[config.mk]
export PLATFORM = sky130hd
export DESIGN_NAME = ssb_object_bank
export DESIGN_NICKNAME = d
export VERILOG_FILES = /design/src/inc/ssb_pkg.sv /design/src/logic/ssb_word_latch.sv /design/src/logic/ssb_object_bank.sv
export SDC_FILE = /design/constraint.sdc
export NUM_CORES = 1
export LEC_CHECK = 0
export ABC_AREA = 0
export BUFFER_PORTS_ARGS = -buffer_cell sky130_fd_sc_hd__buf_2
export CAP_MARGIN = 20
export CORE_AREA = 3 3 93 95
export DETAILED_ROUTE_END_ITERATION = 8
export DIE_AREA = 0 0 96 98
export PLACE_DENSITY = 0.84
export SLEW_MARGIN = 25
export SYNTH_ARGS = -nofsm -noshare
export SYNTH_HDL_FRONTEND = slang
export SYNTH_SLANG_ARGS = --single-unit
[constraint.sdc]
create_clock -name SYS_CLK -period 3.11 [get_ports SYS_CLK]
set_clock_uncertainty 0.2 [all_clocks]
set_input_delay 0.4665 -clock SYS_CLK [delete_from_list [all_inputs] [get_ports SYS_CLK]]
set_output_delay 0.4665 -clock SYS_CLK [all_outputs]
set_load 0.005 [all_outputs]
[src/inc/ssb_pkg.sv]
// Constants shared by the supply status object bank: object indices,
// field positions and reset values.
// Assumes a service-object access port with a 16-bit index and 32-bit data.
`default_nettype none
package ssb_pkg;

    localparam logic [15:0] IDX_FAULT_SUMMARY  = 16'h200B;
    localparam logic [15:0] IDX_LIVE_STATUS    = 16'h200D;
    localparam logic [15:0] IDX_OUTPUT_CTRL    = 16'h200F;
    localparam logic [15:0] IDX_OUTPUT_RB      = 16'h2010;
    localparam logic [15:0] IDX_MEAS_CURRENT   = 16'h2101;
    localparam logic [15:0] IDX_MEAS_VOLTAGE   = 16'h2102;
    localparam logic [15:0] IDX_MEAS_POWER     = 16'h2103;

    // Fault summary word bit positions
    localparam int FS_VPROT = 0;
    localparam int FS_CTRIP = 1;
    localparam int FS_VTRIP = 2;
    localparam int FS_PTRIP = 3;
    localparam int FS_CPROT = 4;
    localparam int FS_OTP   = 5;
    localparam int FS_SENSE = 6;
    localparam int FS_MODE0 = 7;
    localparam int FS_SOFT  = 11;
    localparam int FS_HARD  = 12;
    localparam int FS_ILOCK = 13;
    localparam int FS_INPWR = 14;
    localparam int FS_LINE  = 15;

    // Live status word 0 bit positions
    localparam int S0_STANDBY  = 0;
    localparam int S0_LIVE     = 1;
    localparam int S0_SENSE    = 7;
    localparam int S0_COMM     = 15;
    localparam int S0_CUR_OVR  = 16;
    localparam int S0_VOLT_OVR = 17;
    localparam int S0_ILOCK    = 20;

    // Live status word 1 bit positions
    localparam int S1_PHASE    = 0;
    localparam int S1_FUSE     = 1;
    localparam int S1_FAN      = 2;
    localparam int S1_RATING   = 16;
    localparam int S1_FIRMWARE = 17;

    localparam logic        OUTPUT_EN_RESET = 1'b0;
    localparam logic [31:0] READ_DATA_RESET = 32'h0000_0000;
    localparam logic        SEL_WORD1       = 1'b1;

endpackage
`default_nettype wire

[src/logic/ssb_word_latch.sv]
// Small output register: holds one read word for the access port.
// Assumes a single clock and synchronous active-low reset.
`timescale 1ns/100ps
`default_nettype none
module ssb_word_latch (
    input  wire logic        clk,
    input  wire logic        rstn,
    input  wire logic        load,
    input  wire logic [31:0] din,
    output logic      [31:0] dout
);
    typedef struct packed {
        logic [31:0] word;
    } ssb_latch_state_t;

    ssb_latch_state_t st;
    ssb_latch_state_t next_st;

    always_comb begin
        next_st = st;
        if (load) begin
            next_st.word = din;
        end
    end

    always_ff @(posedge clk) begin
        if (!rstn) begin
            st.word <= ssb_pkg::READ_DATA_RESET;
        end else begin
            st <= next_st;
        end
    end

    assign dout = st.word;
endmodule
`default_nettype wire

[src/logic/ssb_object_bank.sv]
// Supply status object bank: live fault, mode and status objects,
// output enable control and averaged measurement objects.
// Assumes the fieldbus stack presents one indexed access per request strobe,
// all inputs synchronous to SYS_CLK.
//
// Overview of operation
// (RULE1) Fault summary object is live, read-only, unlatched
// (RULE2) Bits 0,4,5,6 are hard faults
// (RULE3) Bits 1,2,3 are soft trip faults
// (RULE4) Bits 7-10 flag current, voltage, resistance, power mode
// (RULE5) Bit 11 is OR of soft faults
// (RULE6) Bit 12 is OR of hard faults
// (RULE7) Bits 13-15: interlock, input loss, line fault
// (RULE8) Live status words read-only, reads change nothing
// (RULE9) Summary bit meanings fixed; status layout may move
// (RULE10) Status0 bit0 standby, bit1 output active
// (RULE11) Status0 bit7 sense voltage out of bounds
// (RULE12) Status0 bits16,17 terminal current, voltage over rating
// (RULE13) Status0 bit15 comm corrupt, bit20 interlock
// (RULE14) Status1 bits0-2 phase, fuse, fan stall
// (RULE15) Status1 bits16,17 rating, firmware mismatch
// (RULE16) Write 1 enables output, readback active only
// (RULE17) Current object returns averaged current float
// (RULE18) Voltage object returns sense voltage when engaged
// (RULE19) Power object returns averaged power float
// (RULE20) Available and upper summary bits read zero
`timescale 1ns/100ps
`default_nettype none
module ssb_object_bank (
    input  wire logic        SYS_CLK,
    input  wire logic        RSTN,
    // Service object access port
    input  wire logic        OBJ_REQ,
    input  wire logic        OBJ_WRITE,
    input  wire logic [15:0] OBJ_INDEX,
    input  wire logic        OBJ_SUBSEL,
    input  wire logic [31:0] OBJ_WDATA,
    output logic             OBJ_ACK,
    output logic             OBJ_ERR,
    output logic      [31:0] OBJ_RDATA,
    // Live conditions from the power stage
    input  wire logic        OVERVOLTAGE_PROTECTION_FLAG,
    input  wire logic        OVERCURRENT_TRIP_FLAG,
    input  wire logic        OVERVOLTAGE_TRIP_FLAG,
    input  wire logic        OVERPOWER_TRIP_FLAG,
    input  wire logic        OVERCURRENT_PROTECTION_FLAG,
    input  wire logic        OVERTEMP_PROTECTION_FLAG,
    input  wire logic        SENSE_LOSS_FLAG,
    input  wire logic [3:0]  REGULATION_MODE,
    input  wire logic        INTERLOCK_OPEN_FLAG,
    input  wire logic        INPUT_POWER_LOSS_FLAG,
    input  wire logic        INPUT_LINE_FAULT_FLAG,
    input  wire logic        POWER_STAGE_ACTIVE,
    input  wire logic        SENSE_OUT_OF_BOUNDS,
    input  wire logic        COMM_CORRUPT_FLAG,
    input  wire logic        TERMINAL_CURRENT_OVER_RATING,
    input  wire logic        TERMINAL_VOLTAGE_OVER_RATING,
    input  wire logic        MISSING_PHASE_FLAG,
    input  wire logic        INPUT_FUSE_OPEN_FLAG,
    input  wire logic        FAN_STALL_FLAG,
    input  wire logic        BAD_RATING_FLAG,
    input  wire logic        FIRMWARE_MISMATCH_FLAG,
    // Averaged measurements, IEEE single precision
    input  wire logic [31:0] AVG_CURRENT,
    input  wire logic [31:0] AVG_TERMINAL_VOLTAGE,
    input  wire logic [31:0] AVG_SENSE_VOLTAGE,
    input  wire logic        REMOTE_SENSE_ENGAGED,
    input  wire logic [31:0] AVG_POWER,
    // Output enable request toward the power stage
    output logic             OUTPUT_ENABLE
);

    // ************************************************************
    // State
    // ************************************************************
    typedef struct packed {
        logic out_en;
        logic ack;
        logic err;
    } ssb_state_t;

    ssb_state_t  st;
    ssb_state_t  next_st;
    logic [15:0] fault_summary;
    logic [31:0] status0;
    logic [31:0] status1;
    logic [31:0] rd_word;
    logic        idx_known;
    logic        rd_load;
    logic        soft_any;
    logic        hard_any;
    logic        active;

    // ************************************************************
    // Live objects
    // ************************************************************
    // Only the output enable behind status0 bits 0 and 1 is stored; every other flag
    // is combinational from its source, so a read can never latch or clear it.
    assign soft_any = OVERCURRENT_TRIP_FLAG | OVERVOLTAGE_TRIP_FLAG
                    | OVERPOWER_TRIP_FLAG;
    assign hard_any = OVERVOLTAGE_PROTECTION_FLAG | OVERCURRENT_PROTECTION_FLAG
                    | OVERTEMP_PROTECTION_FLAG | SENSE_LOSS_FLAG;
    // Active only when enabled and the stage actually processes power
    assign active   = st.out_en & POWER_STAGE_ACTIVE;                     // RULE16

    always_comb begin
        fault_summary                     = 16'h0000;                      // RULE20
        fault_summary[ssb_pkg::FS_VPROT]  = OVERVOLTAGE_PROTECTION_FLAG;   // RULE2
        fault_summary[ssb_pkg::FS_CPROT]  = OVERCURRENT_PROTECTION_FLAG;   // RULE2
        fault_summary[ssb_pkg::FS_OTP]    = OVERTEMP_PROTECTION_FLAG;      // RULE2
        fault_summary[ssb_pkg::FS_SENSE]  = SENSE_LOSS_FLAG;               // RULE2
        fault_summary[ssb_pkg::FS_CTRIP]  = OVERCURRENT_TRIP_FLAG;         // RULE3
        fault_summary[ssb_pkg::FS_VTRIP]  = OVERVOLTAGE_TRIP_FLAG;         // RULE3
        fault_summary[ssb_pkg::FS_PTRIP]  = OVERPOWER_TRIP_FLAG;           // RULE3
        fault_summary[ssb_pkg::FS_MODE0 +: 4] = REGULATION_MODE;           // RULE4
        fault_summary[ssb_pkg::FS_SOFT]   = soft_any;                      // RULE5
        fault_summary[ssb_pkg::FS_HARD]   = hard_any;                      // RULE6
        fault_summary[ssb_pkg::FS_ILOCK]  = INTERLOCK_OPEN_FLAG;           // RULE7
        fault_summary[ssb_pkg::FS_INPWR]  = INPUT_POWER_LOSS_FLAG;         // RULE7
        fault_summary[ssb_pkg::FS_LINE]   = INPUT_LINE_FAULT_FLAG;         // RULE7
    end

    // Only documented status bits are wired; the rest stay zero so the
    // layout can grow later without touching the summary word.
    always_comb begin // RULE9
        status0                          = 32'h0000_0000;                  // RULE20
        status0[ssb_pkg::S0_STANDBY]     = ~active;                        // RULE10
        status0[ssb_pkg::S0_LIVE]        = active;                         // RULE10
        status0[ssb_pkg::S0_SENSE]       = SENSE_OUT_OF_BOUNDS;            // RULE11
        status0[ssb_pkg::S0_CUR_OVR]     = TERMINAL_CURRENT_OVER_RATING;   // RULE12
        status0[ssb_pkg::S0_VOLT_OVR]    = TERMINAL_VOLTAGE_OVER_RATING;   // RULE12
        status0[ssb_pkg::S0_COMM]        = COMM_CORRUPT_FLAG;              // RULE13
        status0[ssb_pkg::S0_ILOCK]       = INTERLOCK_OPEN_FLAG;            // RULE13
        status1                          = 32'h0000_0000;                  // RULE20
        status1[ssb_pkg::S1_PHASE]       = MISSING_PHASE_FLAG;             // RULE14
        status1[ssb_pkg::S1_FUSE]        = INPUT_FUSE_OPEN_FLAG;           // RULE14
        status1[ssb_pkg::S1_FAN]         = FAN_STALL_FLAG;                 // RULE14
        status1[ssb_pkg::S1_RATING]      = BAD_RATING_FLAG;                // RULE15
        status1[ssb_pkg::S1_FIRMWARE]    = FIRMWARE_MISMATCH_FLAG;         // RULE15
    end

    // ************************************************************
    // Object decode
    // ************************************************************
    always_comb begin
        rd_word   = 32'h0000_0000;
        idx_known = 1'b1;
        unique case (OBJ_INDEX)
            ssb_pkg::IDX_FAULT_SUMMARY: rd_word = {16'h0000, fault_summary}; // RULE1
            ssb_pkg::IDX_LIVE_STATUS: begin
                // Sub-select picks status word 1 over word 0
                rd_word = (OBJ_SUBSEL == ssb_pkg::SEL_WORD1) ? status1 : status0; // RULE8
            end
            ssb_pkg::IDX_OUTPUT_CTRL:  rd_word = {31'h0, st.out_en};
            ssb_pkg::IDX_OUTPUT_RB:    rd_word = {31'h0, active};           // RULE16
            ssb_pkg::IDX_MEAS_CURRENT: rd_word = AVG_CURRENT;              // RULE17
            ssb_pkg::IDX_MEAS_VOLTAGE: begin
                rd_word = REMOTE_SENSE_ENGAGED ? AVG_SENSE_VOLTAGE
                                               : AVG_TERMINAL_VOLTAGE;     // RULE18
            end
            ssb_pkg::IDX_MEAS_POWER:   rd_word = AVG_POWER;                // RULE19
            default:                   idx_known = 1'b0;
        endcase
    end

    // ************************************************************
    // Access sequencing
    // ************************************************************
    // Writes to read-only or unknown objects are refused with an error and
    // leave all state untouched.
    always_comb begin
        next_st     = st;
        next_st.ack = OBJ_REQ;
        next_st.err = 1'b0;
        if (OBJ_REQ) begin
            if (!idx_known) begin
                next_st.err = 1'b1;
            end else if (OBJ_WRITE) begin
                if (OBJ_INDEX == ssb_pkg::IDX_OUTPUT_CTRL) begin
                    next_st.out_en = OBJ_WDATA[0];                          // RULE16
                end else begin
                    next_st.err = 1'b1;                                     // RULE1
                end
            end
        end
    end

    assign rd_load = OBJ_REQ & ~OBJ_WRITE & idx_known;

    always_ff @(posedge SYS_CLK) begin
        if (!RSTN) begin
            st.out_en <= ssb_pkg::OUTPUT_EN_RESET;
            st.ack    <= 1'b0;
            st.err    <= 1'b0;
        end else begin
            st <= next_st;
        end
    end

    ssb_word_latch u_rdata (
        .clk  (SYS_CLK),
        .rstn (RSTN),
        .load (rd_load),
        .din  (rd_word),
        .dout (OBJ_RDATA)
    );

    assign OBJ_ACK       = st.ack;
    assign OBJ_ERR       = st.err;
    assign OUTPUT_ENABLE = st.out_en;

    // ************************************************************
    // Checks
    // ************************************************************
    property p_fs_read;
        @(posedge SYS_CLK) disable iff (!RSTN)
        (OBJ_REQ && !OBJ_WRITE && OBJ_INDEX == ssb_pkg::IDX_FAULT_SUMMARY)
            |=> (OBJ_RDATA == $past(rd_word) && OBJ_RDATA[31:16] == 16'h0000);
    endproperty
    a_fs_read: assert property (p_fs_read) else $error("summary read wrong"); // RULE1

    property p_hard_sum;
        @(posedge SYS_CLK) disable iff (!RSTN)
        fault_summary[ssb_pkg::FS_HARD] == (fault_summary[0] | fault_summary[4]
            | fault_summary[5] | fault_summary[6]);
    endproperty
    a_hard_sum: assert property (p_hard_sum) else $error("hard summary wrong"); // RULE6

    property p_soft_sum;
        @(posedge SYS_CLK) disable iff (!RSTN)
        fault_summary[ssb_pkg::FS_SOFT] == (|fault_summary[3:1]);
    endproperty
    a_soft_sum: assert property (p_soft_sum) else $error("soft summary wrong"); // RULE5

    property p_out_write;
        @(posedge SYS_CLK) disable iff (!RSTN)
        (OBJ_REQ && OBJ_WRITE && OBJ_INDEX == ssb_pkg::IDX_OUTPUT_CTRL)
            |=> (OUTPUT_ENABLE == $past(OBJ_WDATA[0]) && OBJ_ACK && !OBJ_ERR);
    endproperty
    a_out_write: assert property (p_out_write) else $error("enable write lost"); // RULE16

    property p_standby;
        @(posedge SYS_CLK) disable iff (!RSTN)
        status0[ssb_pkg::S0_STANDBY] != status0[ssb_pkg::S0_LIVE];
    endproperty
    a_standby: assert property (p_standby) else $error("standby and live agree"); // RULE10

    property p_ro_write;
        @(posedge SYS_CLK) disable iff (!RSTN)
        (OBJ_REQ && OBJ_WRITE && OBJ_INDEX != ssb_pkg::IDX_OUTPUT_CTRL)
            |=> (OBJ_ERR && $stable(OUTPUT_ENABLE));
    endproperty
    a_ro_write: assert property (p_ro_write) else $error("read-only object written"); // RULE8

    property p_volt_sel;
        @(posedge SYS_CLK) disable iff (!RSTN)
        (OBJ_REQ && !OBJ_WRITE && OBJ_INDEX == ssb_pkg::IDX_MEAS_VOLTAGE
            && REMOTE_SENSE_ENGAGED) |=> OBJ_RDATA == $past(AVG_SENSE_VOLTAGE);
    endproperty
    a_volt_sel: assert property (p_volt_sel) else $error("sense voltage not chosen"); // RULE18

    property p_status1_zero;
        @(posedge SYS_CLK) disable iff (!RSTN)
        (OBJ_REQ && !OBJ_WRITE && OBJ_INDEX == ssb_pkg::IDX_LIVE_STATUS && OBJ_SUBSEL)
            |=> (OBJ_RDATA[15:3] == 13'h0 && OBJ_RDATA[31:18] == 14'h0);
    endproperty
    a_status1_zero: assert property (p_status1_zero) else $error("unused bits set"); // RULE20

    property p_rb_fault;
        @(posedge SYS_CLK) disable iff (!RSTN)
        (OBJ_REQ && !OBJ_WRITE && OBJ_INDEX == ssb_pkg::IDX_OUTPUT_RB && !POWER_STAGE_ACTIVE)
            |=> OBJ_RDATA == 32'h0000_0000;
    endproperty
    a_rb_fault: assert property (p_rb_fault) else $error("readback shows active"); // RULE16

    property p_ack_pulse;
        @(posedge SYS_CLK) disable iff (!RSTN)
        OBJ_REQ |=> OBJ_ACK;
    endproperty
    a_ack_pulse: assert property (p_ack_pulse) else $error("no acknowledge"); // RULE1

    property p_ack_idle;
        @(posedge SYS_CLK) disable iff (!RSTN)
        !OBJ_REQ |=> (!OBJ_ACK && !OBJ_ERR);
    endproperty
    a_ack_idle: assert property (p_ack_idle) else $error("stray acknowledge"); // RULE1

    property p_rdata_hold;
        @(posedge SYS_CLK) disable iff (!RSTN)
        !(OBJ_REQ && !OBJ_WRITE) |=> $stable(OBJ_RDATA);
    endproperty
    a_rdata_hold: assert property (p_rdata_hold) else $error("read data moved"); // RULE8

    property p_status0_zero;
        @(posedge SYS_CLK) disable iff (!RSTN)
        (OBJ_REQ && !OBJ_WRITE && OBJ_INDEX == ssb_pkg::IDX_LIVE_STATUS && !OBJ_SUBSEL)
            |=> (OBJ_RDATA[6:2] == 5'h00 && OBJ_RDATA[14:8] == 7'h00
            && OBJ_RDATA[19:18] == 2'h0 && OBJ_RDATA[31:21] == 11'h000);
    endproperty
    a_status0_zero: assert property (p_status0_zero) else $error("status0 spare set"); // RULE20

    property p_mode_map;
        @(posedge SYS_CLK) disable iff (!RSTN)
        fault_summary[ssb_pkg::FS_MODE0 +: 4] == REGULATION_MODE;
    endproperty
    a_mode_map: assert property (p_mode_map) else $error("mode bits wrong"); // RULE4

    property p_subset;
        @(posedge SYS_CLK) disable iff (!RSTN)
        fault_summary[ssb_pkg::FS_ILOCK] == status0[ssb_pkg::S0_ILOCK];
    endproperty
    a_subset: assert property (p_subset) else $error("interlock views differ"); // RULE9

    property p_rb_on;
        @(posedge SYS_CLK) disable iff (!RSTN)
        (OBJ_REQ && !OBJ_WRITE && OBJ_INDEX == ssb_pkg::IDX_OUTPUT_RB && OUTPUT_ENABLE
            && POWER_STAGE_ACTIVE) |=> OBJ_RDATA == 32'h0000_0001;
    endproperty
    a_rb_on: assert property (p_rb_on) else $error("readback shows standby"); // RULE16

    property p_enable_hold;
        @(posedge SYS_CLK) disable iff (!RSTN)
        !(OBJ_REQ && OBJ_WRITE) |=> $stable(OUTPUT_ENABLE);
    endproperty
    a_enable_hold: assert property (p_enable_hold) else $error("enable moved"); // RULE16

    property p_curr_read;
        @(posedge SYS_CLK) disable iff (!RSTN)
        (OBJ_REQ && !OBJ_WRITE && OBJ_INDEX == ssb_pkg::IDX_MEAS_CURRENT)
            |=> OBJ_RDATA == $past(AVG_CURRENT);
    endproperty
    a_curr_read: assert property (p_curr_read) else $error("current word wrong"); // RULE17

    property p_pwr_read;
        @(posedge SYS_CLK) disable iff (!RSTN)
        (OBJ_REQ && !OBJ_WRITE && OBJ_INDEX == ssb_pkg::IDX_MEAS_POWER)
            |=> OBJ_RDATA == $past(AVG_POWER);
    endproperty
    a_pwr_read: assert property (p_pwr_read) else $error("power word wrong"); // RULE19

    property p_volt_term;
        @(posedge SYS_CLK) disable iff (!RSTN)
        (OBJ_REQ && !OBJ_WRITE && OBJ_INDEX == ssb_pkg::IDX_MEAS_VOLTAGE
            && !REMOTE_SENSE_ENGAGED) |=> OBJ_RDATA == $past(AVG_TERMINAL_VOLTAGE);
    endproperty
    a_volt_term: assert property (p_volt_term) else $error("terminal voltage wrong"); // RULE18

endmodule
`default_nettype wire

# == Word level (Yosys, flattened, before mapping) ==
# Index checks and enable logic that the tools add are counted.
# classes
bitwise_logic,10
mux,7
shifts,0
mul,0
addsub,0
n_reduce_logical,3
div,0
eq_ne,7
magnitude_cmp,0
# op_table
cell,count
$pmux 32 s7,1
$eq 16x14->1 const B,7
$mux 32,1
$mux 21,1
$reduce_or 7->1,1
$or 1x1->1,5
$mux 1,4
$reduce_and 4->1,1
$and 1x1->1,3
$not 1->1,2
$reduce_and 2->1,1
# word_totals
ram_bits,0
register_bits,35
input_bits,206
wordCells,31
latch_bits,0
mem_count,0
romBits,0

# == Logic depth before layout (Yosys ltp) ==
# Gate-level depths: netlist of the first run.
# logic_depth
word_depth,4
ltp_mapped,9
ltp_nobuf,5

# == Cells and area by module ==
# From an unflattened synthesis of the first run, not the netlist that was laid out.
# hier_totals
cells_unflattened,297
hier_area_um2,2925.3
# modules_own_cells
mod,seq_area_each_um2,cells_each,area_per_inst_um2,n_inst
ssb_object_bank,60.1,194,1681.6,1
ssb_word_latch,640.6,103,1243.7,1

# == Least setup slack after synthesis of the first run ==
# No wires, ideal clock.
# synth_timing
path_type,input to register
startpoint,input port OBJ_INDEX[1]
endpoint,register u_rdata.st (netlist bit u_rdata.dout[18])
arrival_ps,2141
cell_stages,9
t_required_ps,2771
setup_slack_ps,631
path_buffers,4
cell_sequence,buf_4 or4b_2 o21ai_0 a32o_1 buf_2 and2_1 buf_4 buf_4 a211oi_1
# synth_between
elab_chain_cells,4
word_cells_on_any_way,11
# synth_lines
item,line_no,text
"start, declared",ssb_object_bank.sv:35,"input wire logic [15:0] OBJ_INDEX,"
$eq 16x14->1,ssb_object_bank.sv:148,unique case (OBJ_INDEX)
$reduce_or 7->1 (no line),-,
$mux 1,ssb_object_bank.sv:148,
$and 1x1->1,ssb_object_bank.sv:188,assign rd_load = OBJ_REQ & ~OBJ_WRITE & idx_known;
"end signal, assigned",ssb_word_latch.sv:30,st <= next_st;
"end, declared",ssb_word_latch.sv:16,ssb_latch_state_t st;
# Parallel ways exist; a longest one is shown, timed or not.
# A chain may end at the register's enable or synchronous reset.

# == Worst setup path in the final report of the first run ==
# layout_timing
startpoint,input port OBJ_INDEX[7]
endpoint,register u_rdata.st (netlist bit u_rdata.dout[10])
# The elaborated chain is that of the path after synthesis.

==> impl.org, run 1 <==
** Run status
- Status :: finished clean

** Power
- The share of total power dissipated in the clock network is 32.4%.
- PwrDens :: about 260 nW/µm²
- The analysis attributes to cell leakage a power of approximately 0.0017 µW.
- Across the VDD grid, the largest voltage drop is 0.195 mV.
- Share of total power in combinational logic :: ~22%
- Relative contribution of sequential cells to total power :: a little under half
- In this run the power spent charging and discharging nets is roughly 270 µW.
- Design internal power :: roughly 720 µW
- Switching Fraction :: 27.3%

** Clocking
- Clock-pin slew on the worst setup and hold paths :: 0.08 ns
- TritonCTS clock tree :: built
- Clock tree synthesis found a total of 35 sinks.
- Number of levels in the clock H-tree :: 2
- Root buffer selected by CTS :: sky130_fd_sc_hd__clkbuf_8
- Post-CTS repair changed the size of 0 cells.
- Inserted Clock Buffers :: 5
- The number of setup buffers added after CTS is 0.
- Clock latency on the worst-skew pair :: between 0.2 and 0.3 ns
- After clock tree synthesis, the flow added hold-fix buffers numbering 0.
- CTS max path bufs :: 2

** Logic synthesis
- Synthesis produced a netlist whose cell count is about 290.
- Sequential-to-total area share from yosys stat :: 26.3%
- For this run, the leading register cell type out of synthesis is sky130_fd_sc_hd__dfxtp_1.
- Number of distinct standard cells referenced by the synthesized netlist :: between 40 and 50
- Total nets after synthesis :: roughly 490
- Summed over all instances, the cell type with the most area after synthesis is sky130_fd_sc_hd__dfxtp_1.
- Each instance of the synthesized netlist takes up on average just over 9 µm².
- The cell area that synthesis handed to floorplanning was 2660 µm².
- After synthesis the netlist holds a flip-flop and latch count of 35.
- After synthesis, the cell types taking the most area are sky130_fd_sc_hd__dfxtp_1 26%, sky130_fd_sc_hd__mux2_2 8.0%, sky130_fd_sc_hd__a222oi_1 7.9%.
- Area share of the leading cell type in the synthesized netlist :: 26.3%
- Proportion of synthesized flip-flops having asynchronous set or reset :: 0%
- Counting flops with a built-in enable in the synthesized netlist gives 0.
- Number of warnings issued by yosys :: 0

** Placed design
- In this run the cell area measured after placement is ~3800 µm².
- After legalization and detailed placement, the total HPWL measured around 9000 µm.
- Number of port buffers :: 209
- Routability-driven placement finished with a final weighted congestion of 0.890.

** Cells and area
- P&R area growth vs syn :: 45.8%
- Antenna diode instance count :: 0
- Leading cell type in the layout, fill and taps excluded :: sky130_fd_sc_hd__buf_2
- After routing the design area is 3880 µm².
- Layout cell share with drive strength beyond 1 :: between 50% and 60%
- The net count of the finished layout is slightly below 700.
- In the layout the commonest cells are 209 x sky130_fd_sc_hd__buf_2, 35 x sky130_fd_sc_hd__dfxtp_1, 29 x sky130_fd_sc_hd__a21oi_1, 21 x sky130_fd_sc_hd__a222oi_1, 19 x sky130_fd_sc_hd__mux2_2.
- Final standard cell utilization of the core :: roughly half

** Floorplanning
- Die extent in y :: between 90 and 100 µm
- I/O pin total :: between 200 and 250
- The region available for standard cell placement spans approximately 7800 µm².
- For this configuration, the core starts out at a cell density of between 30% and 40%.
- Die Area :: 9410 µm²
- Horizontal extent of the die :: roughly 96 µm
- Cell row count :: 32

** Routing
- Wirelength, routed :: roughly 11,000 µm
- Once detail routing completed, the nets flagged for antenna violations numbered 0.
- After detailed routing, the number of vias per cell comes to 5.79.
- Number of detailed-route iterations in the first pass :: 8
- After detailed routing, the number of remaining DRC violations is 0.
- Drt wl/cell :: 19.3 µm
- Number of DRC violations after detailed-routing iteration 0 :: about 240
- For this block, the via count after detailed routing is around 3,400.

** Global routing
- Remaining global-route overflow :: 0
- The number of antenna violations at the first check in global routing was 0.
- The via count of the first global-routing pass is 3,474.
- Global routing consumed, over all layers together, 22.6% of the routing resources.
- Entering global routing, the biggest net connects 35 pins.
- Wire length of the first global-routing pass :: 16,800 µm

** Timing
- The max-slew violation count came to 0.
- After layout, the worst path uses 82.0% of the clock period.
- Setup repair after global routing left no endpoint under its margin.
- Setup violations remaining at the end of the flow were counted as 0.
- Fmax :: just under 400 MHz
- Subtracting the final worst setup slack from the clock period gives 2.55 ns.
- Transition at the pin with the smallest max-transition slack :: 0.725 ns
- Total negative slack :: 0 ns
- Measured against its own limit, the worst slew margin works out to 51.6%.
- The number of hold violations in the final report was 0.

** Min path
- Cell count of the worst hold path :: 3
- The path class of the tightest hold or removal check is input pin to flip-flop.

** Setup path
- Reg-to-reg slack, setup :: 1.56 ns
- The critical path is of the input pin to flip-flop type.
- R2R cell count :: 5
- STA classifies the critical path endpoint as a flip-flop.
- For the worst setup path, the data arrival time is ~2.6 ns.
- Worst-path fanout max :: 10
- Required time of the worst setup path :: 3.11 ns
- Category of the worst setup path launch point :: input pin

** Job
- Max-cap violations in this run came to 0.
==> sequential cells by signal (all words and copies together) (netlist names) <==
name and flops:
u_rdata.dout 32, OUTPUT_ENABLE 1, OBJ_ACK 1, OBJ_ERR 1
==> metrics by stage <==
| step | total power (µW) | worst slack [ns] | cells | hold slack (ns) |
|---|---|---|---|---|
| final | 994 | 0.561 | 587 | 0.231 |
| after global routing | 1040 | 0.488 | 587 | 0.242 |
| after CTS | 1000 | 0.574 | 587 | 0.223 |
| after detailed placement | 680 | 0.269 | 579 | 0.286 |
| after global placement | 673 | 0.306 | 579 | 0.282 |
| after floorplan | 539 | 0.631 | 286 | 0.295 |
==> cell families (layout without fill, tap and decap cells) <==
kind of cell    after synthesis  after routing  synth area share (%)
mux                          37             37                  15.0
compound gates              117            117                  36.3
flops                        35             35                  26.3
buf+inv                      38            237                  7.38
simple gates                 59             59                  15.0
==> power groups by stage <==
stage / clock (µW) / combinational (µW) / sequential [µW]
floorplan: 0 / 78.7 / 460
global placement: 0 / 213 / 460
detailed placement: 0 / 220 / 460
CTS: 334 / 221 / 449
global route: 353 / 241 / 449
finish: 322 / 223 / 449
==> layout make-up <==
type                    instances  area (µm²)
clock buffers                   5        68.8
clock inverters                 3        15.0
fillers                       782        3930
inverters                       4        15.0
multi-input cells             213        1790
flip-flops and latches         35         701
well taps                     102         128
repair buffers                225        1170
==> final timing paths <==
check,end,from
setup / recovery,u_rdata.dout[10],OBJ_INDEX[7]
hold / removal,OUTPUT_ENABLE,OBJ_WDATA[0]
setup reg to reg,u_rdata.dout[0],OUTPUT_ENABLE
hold reg to reg,u_rdata.dout[16],u_rdata.dout[16]
==> metal layers <==
metal / wire length (µm) / track usage, % / vias to the layer above
li1: - / - / 1593
met1: 4310 / 25.9 / 1597
met2: 5760 / 41.3 / 194
met3: 1160 / 5.24 / 14
met4: 113 / 5.58 / 0
met5: 0 / 0 / -
==> worst max-delay path, stage by stage <==
cell and delay [ns]:
sky130_fd_sc_hd__buf_2 0.12, sky130_fd_sc_hd__or4_1 0.76, sky130_fd_sc_hd__or4_4 0.70, sky130_fd_sc_hd__o2bb2ai_1 0.19, sky130_fd_sc_hd__a221oi_1 0.08, sky130_fd_sc_hd__a211oi_2 0.23
==> synth_stat cells (5+ instances only) <==
cell type                   instances
sky130_fd_sc_hd__a222oi_1          21
sky130_fd_sc_hd__nor4_1            11
sky130_fd_sc_hd__o2bb2ai_1         10
sky130_fd_sc_hd__clkbuf_1          13
sky130_fd_sc_hd__nand3_1            5
sky130_fd_sc_hd__mux2i_1           14
sky130_fd_sc_hd__a221oi_1          10
sky130_fd_sc_hd__mux2_2            19
sky130_fd_sc_hd__nor2_1            10
sky130_fd_sc_hd__a211oi_1          14
sky130_fd_sc_hd__a21oi_1           29
sky130_fd_sc_hd__buf_2             10
sky130_fd_sc_hd__buf_4              9
sky130_fd_sc_hd__dfxtp_1           35
sky130_fd_sc_hd__a211oi_2          12
Note: power is estimated with default switching activity, not from simulation.
==> run 2: changes to the inputs <==
==> constraint.sdc (replaced) <==
create_clock -name SYS_CLK -period 2.6 [get_ports SYS_CLK]
set_clock_uncertainty 0.2 [all_clocks]
set_input_delay 0.39 -clock SYS_CLK [delete_from_list [all_inputs] [get_ports SYS_CLK]]
set_output_delay 0.39 -clock SYS_CLK [all_outputs]
set_load 0.005 [all_outputs]
==> run 2 against run 1 <==
Net effect: sequential power rose by 20%; clock power rose by 34%; flip-flop and latch count did not move; first-iteration DRC count rose by 51%; count of clock-buffer cells in the layout rose by 3; critical path depth rose by 1; register-to-register slack got worse by 0.58 ns; power rose by 26%; critical path type unchanged; highest routed layer is now met5.
==> impl.org, run 2 (synthesized netlist as in run 1, its figures left out) <==
** Clocking
- Root buffer selected by CTS :: sky130_fd_sc_hd__clkbuf_8
- Number of levels in the clock H-tree :: 2
- TritonCTS built the clock tree.
- The later pin in the worst-skew pair is clocked with a latency of approximately 0.28 ns.
- Clock-pin slew on the worst setup and hold paths :: 0.07 ns
- For this design, the CTS-stage hold fixing added 0 buffers.
- Post_cts resized :: 0
- CTS max path bufs :: 2
- Number of buffers inserted by post-CTS setup repair :: 0
- Clock tree synthesis inserted a total of 5 buffers.
- CTS saw 35 sinks.

** Timing
- For the pin with the worst max-slew slack, the measured transition is roughly 0.45 ns.
- Final worst path period need :: approximately 2.4 ns
- Tightest hold margin :: ~0.14 ns
- Setup violations remaining at the end of the flow were counted as 0.
- The max-slew violation count was 0.
- The worst pin sits at a relative slew slack of approximately 70%.
- Timing would allow up to ~420 MHz.
- RSZ-0062 raised after global routing :: false
- Of the available clock period, the critical path in the final layout requires between 90% and 100%.
- Slack of the critical path :: between 0.2 and 0.25 ns
- Fin. Hold Viols :: 0

** Global routing
- Busiest grt layer :: met2
- In the global route stage, met1 resource usage came out at about 28%.
- Global routing usage summed across all routing layers :: a little under a quarter
- Global routing consumed, on the met2 layer, a little over two fifths of the routing resources.
- Global routing used under 10% of the available met3 tracks.
- Number of global-route vias before repair :: roughly 3,400
- Entering global routing, the biggest net connects 28 pins.
- Number of antenna violations at the first check in global routing :: 1
- The first global-routing pass estimated roughly 17,000 µm of wire.
- Global routing finished with a remaining overflow of 0.

** Setup path
- Peak per-stage delay on the critical path :: 0.69 ns
- The startpoint identified for the worst register-to-register timing path is OUTPUT_ENABLE.
- Required time of the worst setup path :: between 2 and 3 ns
- The slowest stage of the critical path is the sky130_fd_sc_hd__or4_1 cell.
- Worst setup path startpoint :: OBJ_INDEX[7]
- STA classifies the critical path endpoint as a flip-flop.
- Worst path buffer plus inverter count :: 2
- The most critical setup path has its endpoint at u_rdata.dout[0].
- Ordered list of cells on the worst path :: buf_2 -> or4_1 -> buf_4 -> nor4_1 -> a222oi_1 -> and3_1 -> a211oi_1
- Type of the worst setup path :: input pin to flip-flop
- The worst setup path is launched from an input pin.
- On the critical path the largest part of the delay comes from simple AND/OR/NAND/NOR gates.
- Worst r2r dst :: u_rdata.dout[0]
- The critical path runs through a total of 7 cells.
- Setup slack on the worst reg-to-reg path comes out at around 1 ns.
- Data on the critical path arrives at its endpoint at 2.39 ns.
- In this run the worst path has a maximum fanout of 6.
- Counting cells, the worst reg-to-reg path comes to 5.

** Floorplanning
- The total area inside the core boundary comes to 7810 µm².
- For this design the top-level I/O count stands at 241.
- Once the floorplan was initialized, standard cells occupied between 30% and 40% of the core.
- Cell row count :: 32
- Horizontal extent of the die :: between 90 and 100 µm
- The die is just under 100 µm tall.
- The floorplan step defined a die boundary enclosing roughly 9400 µm².

** Placed design
- DP HPWL :: 9320 µm
- Routability-driven placement finished with a final weighted congestion of roughly 0.85.
- Number of port buffers :: between 200 and 250
- Placement Cell Area :: 3990 µm²
- Once placement completed, the tool counted placed cells totaling between 500 and 600.
- Timing analysis after detailed placement gives a worst setup slack of -0.0560 ns.

** Cells and area
- Once layout is complete, the cells apart from fillers number about 600.
- Number of flip-flops in the largest register :: 32
- P&R area growth vs syn :: 53.5%
- Final instance area :: 4090 µm²
- Final net count :: about 700
- Antenna diode instance count :: 0
- The library cell used most frequently in the layout, excluding fill and tap cells, is sky130_fd_sc_hd__buf_2.
- The filler cells instantiated in the layout total about 750.
- Layout cell share with drive strength beyond 1 :: 58.8%
- Most frequent cells in the layout :: 209 x sky130_fd_sc_hd__buf_2, 35 x sky130_fd_sc_hd__dfxtp_1, 33 x sky130_fd_sc_hd__buf_4, 29 x sky130_fd_sc_hd__a21oi_1, 21 x sky130_fd_sc_hd__a222oi_1

** Routing
- After detailed routing, the number of remaining DRC violations is 0.
- Number of DRC violations after detailed-routing iteration 0 :: 358
- Vias/cell :: between 5 and 6
- Wirelength, routed :: ~12,000 µm
- Number of detailed-route iterations in the first pass :: 7
- Post-detailed-route count of antenna-violating nets :: 0
- Dividing the detail-routed wire length by the instance count gives roughly 19 µm.
- Via Count :: 3,469

** Run status
- Status :: finished clean

** Power
- VDD sags by at most between 0.15 and 0.2 mV.
- Of the total power, registers draw 43.1%.
- Summed over all cells, the static leakage comes to 0.00185 µW.
- The analysis attributes to net switching a power of approximately 320 µW.
- Clock power frac :: between 30% and 40%
- Switching Fraction :: 25.3%
- Cell internal power was estimated by the tool at about 930 µW.
- PwrDens :: a little over 300 nW/µm²
- Per report_power, the combinational group accounts for 22.3% of the total.

** Job
- The tool flagged a number of max-cap violations equal to 0.

** Min path
- Class of the most critical hold timing path :: input pin to flip-flop
-- run 2: layout make-up --
cell class | count | area (µm²) | area share (%)
clock buffers | 8 | 100 | 2.45
inverters | 4 | 15.0 | 0.367
multi-input cells | 213 | 1790 | 43.8
flip-flops and latches | 35 | 701 | 17.1
well taps | 102 | 128 | 3.12
repair buffers | 245 | 1350 | 33.1
-- run 2: worst min-delay path by stage --
stage	start	endpoint	depth (start not counted)
after CTS	OBJ_WDATA[0]	OUTPUT_ENABLE	3
after global routing	OBJ_REQ	OBJ_ACK	2
after floorplan	u_rdata.dout[11]	u_rdata.dout[11]	1
final	OBJ_WDATA[0]	OUTPUT_ENABLE	3
after detailed placement	u_rdata.dout[17]	u_rdata.dout[17]	1
after global placement	u_rdata.dout[12]	u_rdata.dout[12]	1
-- run 2: worst register-to-register path: stages, from the launching register on --
cell                       delay [ns]
sky130_fd_sc_hd__dfxtp_1         0.36
sky130_fd_sc_hd__and3b_1         0.21
sky130_fd_sc_hd__nor4_1          0.27
sky130_fd_sc_hd__o21ai_0         0.13
sky130_fd_sc_hd__and3_1          0.16
sky130_fd_sc_hd__a211oi_1        0.21
-- run 2: power groups by stage --
stage               Combinational, µW  Clock (µW)  Sequential (µW)
floorplan                        94.2           0              550
global placement                  269           0              550
detailed placement                276           0              550
CTS                               277         449              538
global route                      301         481              538
finish                            278         432              538
-- run 2: per-layer routing --
layer / vias up / share of wire (%)
met2: 180 / 51
met4: 2 / 1.2
li1: 1631 / -
met5: - / 0.11
met1: 1638 / 38
met3: 18 / 9.6
-- run 2: stage by stage --
step	util (%)	power (µW)	TNS, ns
2_1_floorplan	-	645	0
3_3_place_gp	51.1	819	-0.0129
3_5_place_dp	51.1	826	-0.347
4_1_cts	52.3	1260	0
5_1_grt	52.3	1320	0
6_report	52.3	1250	0
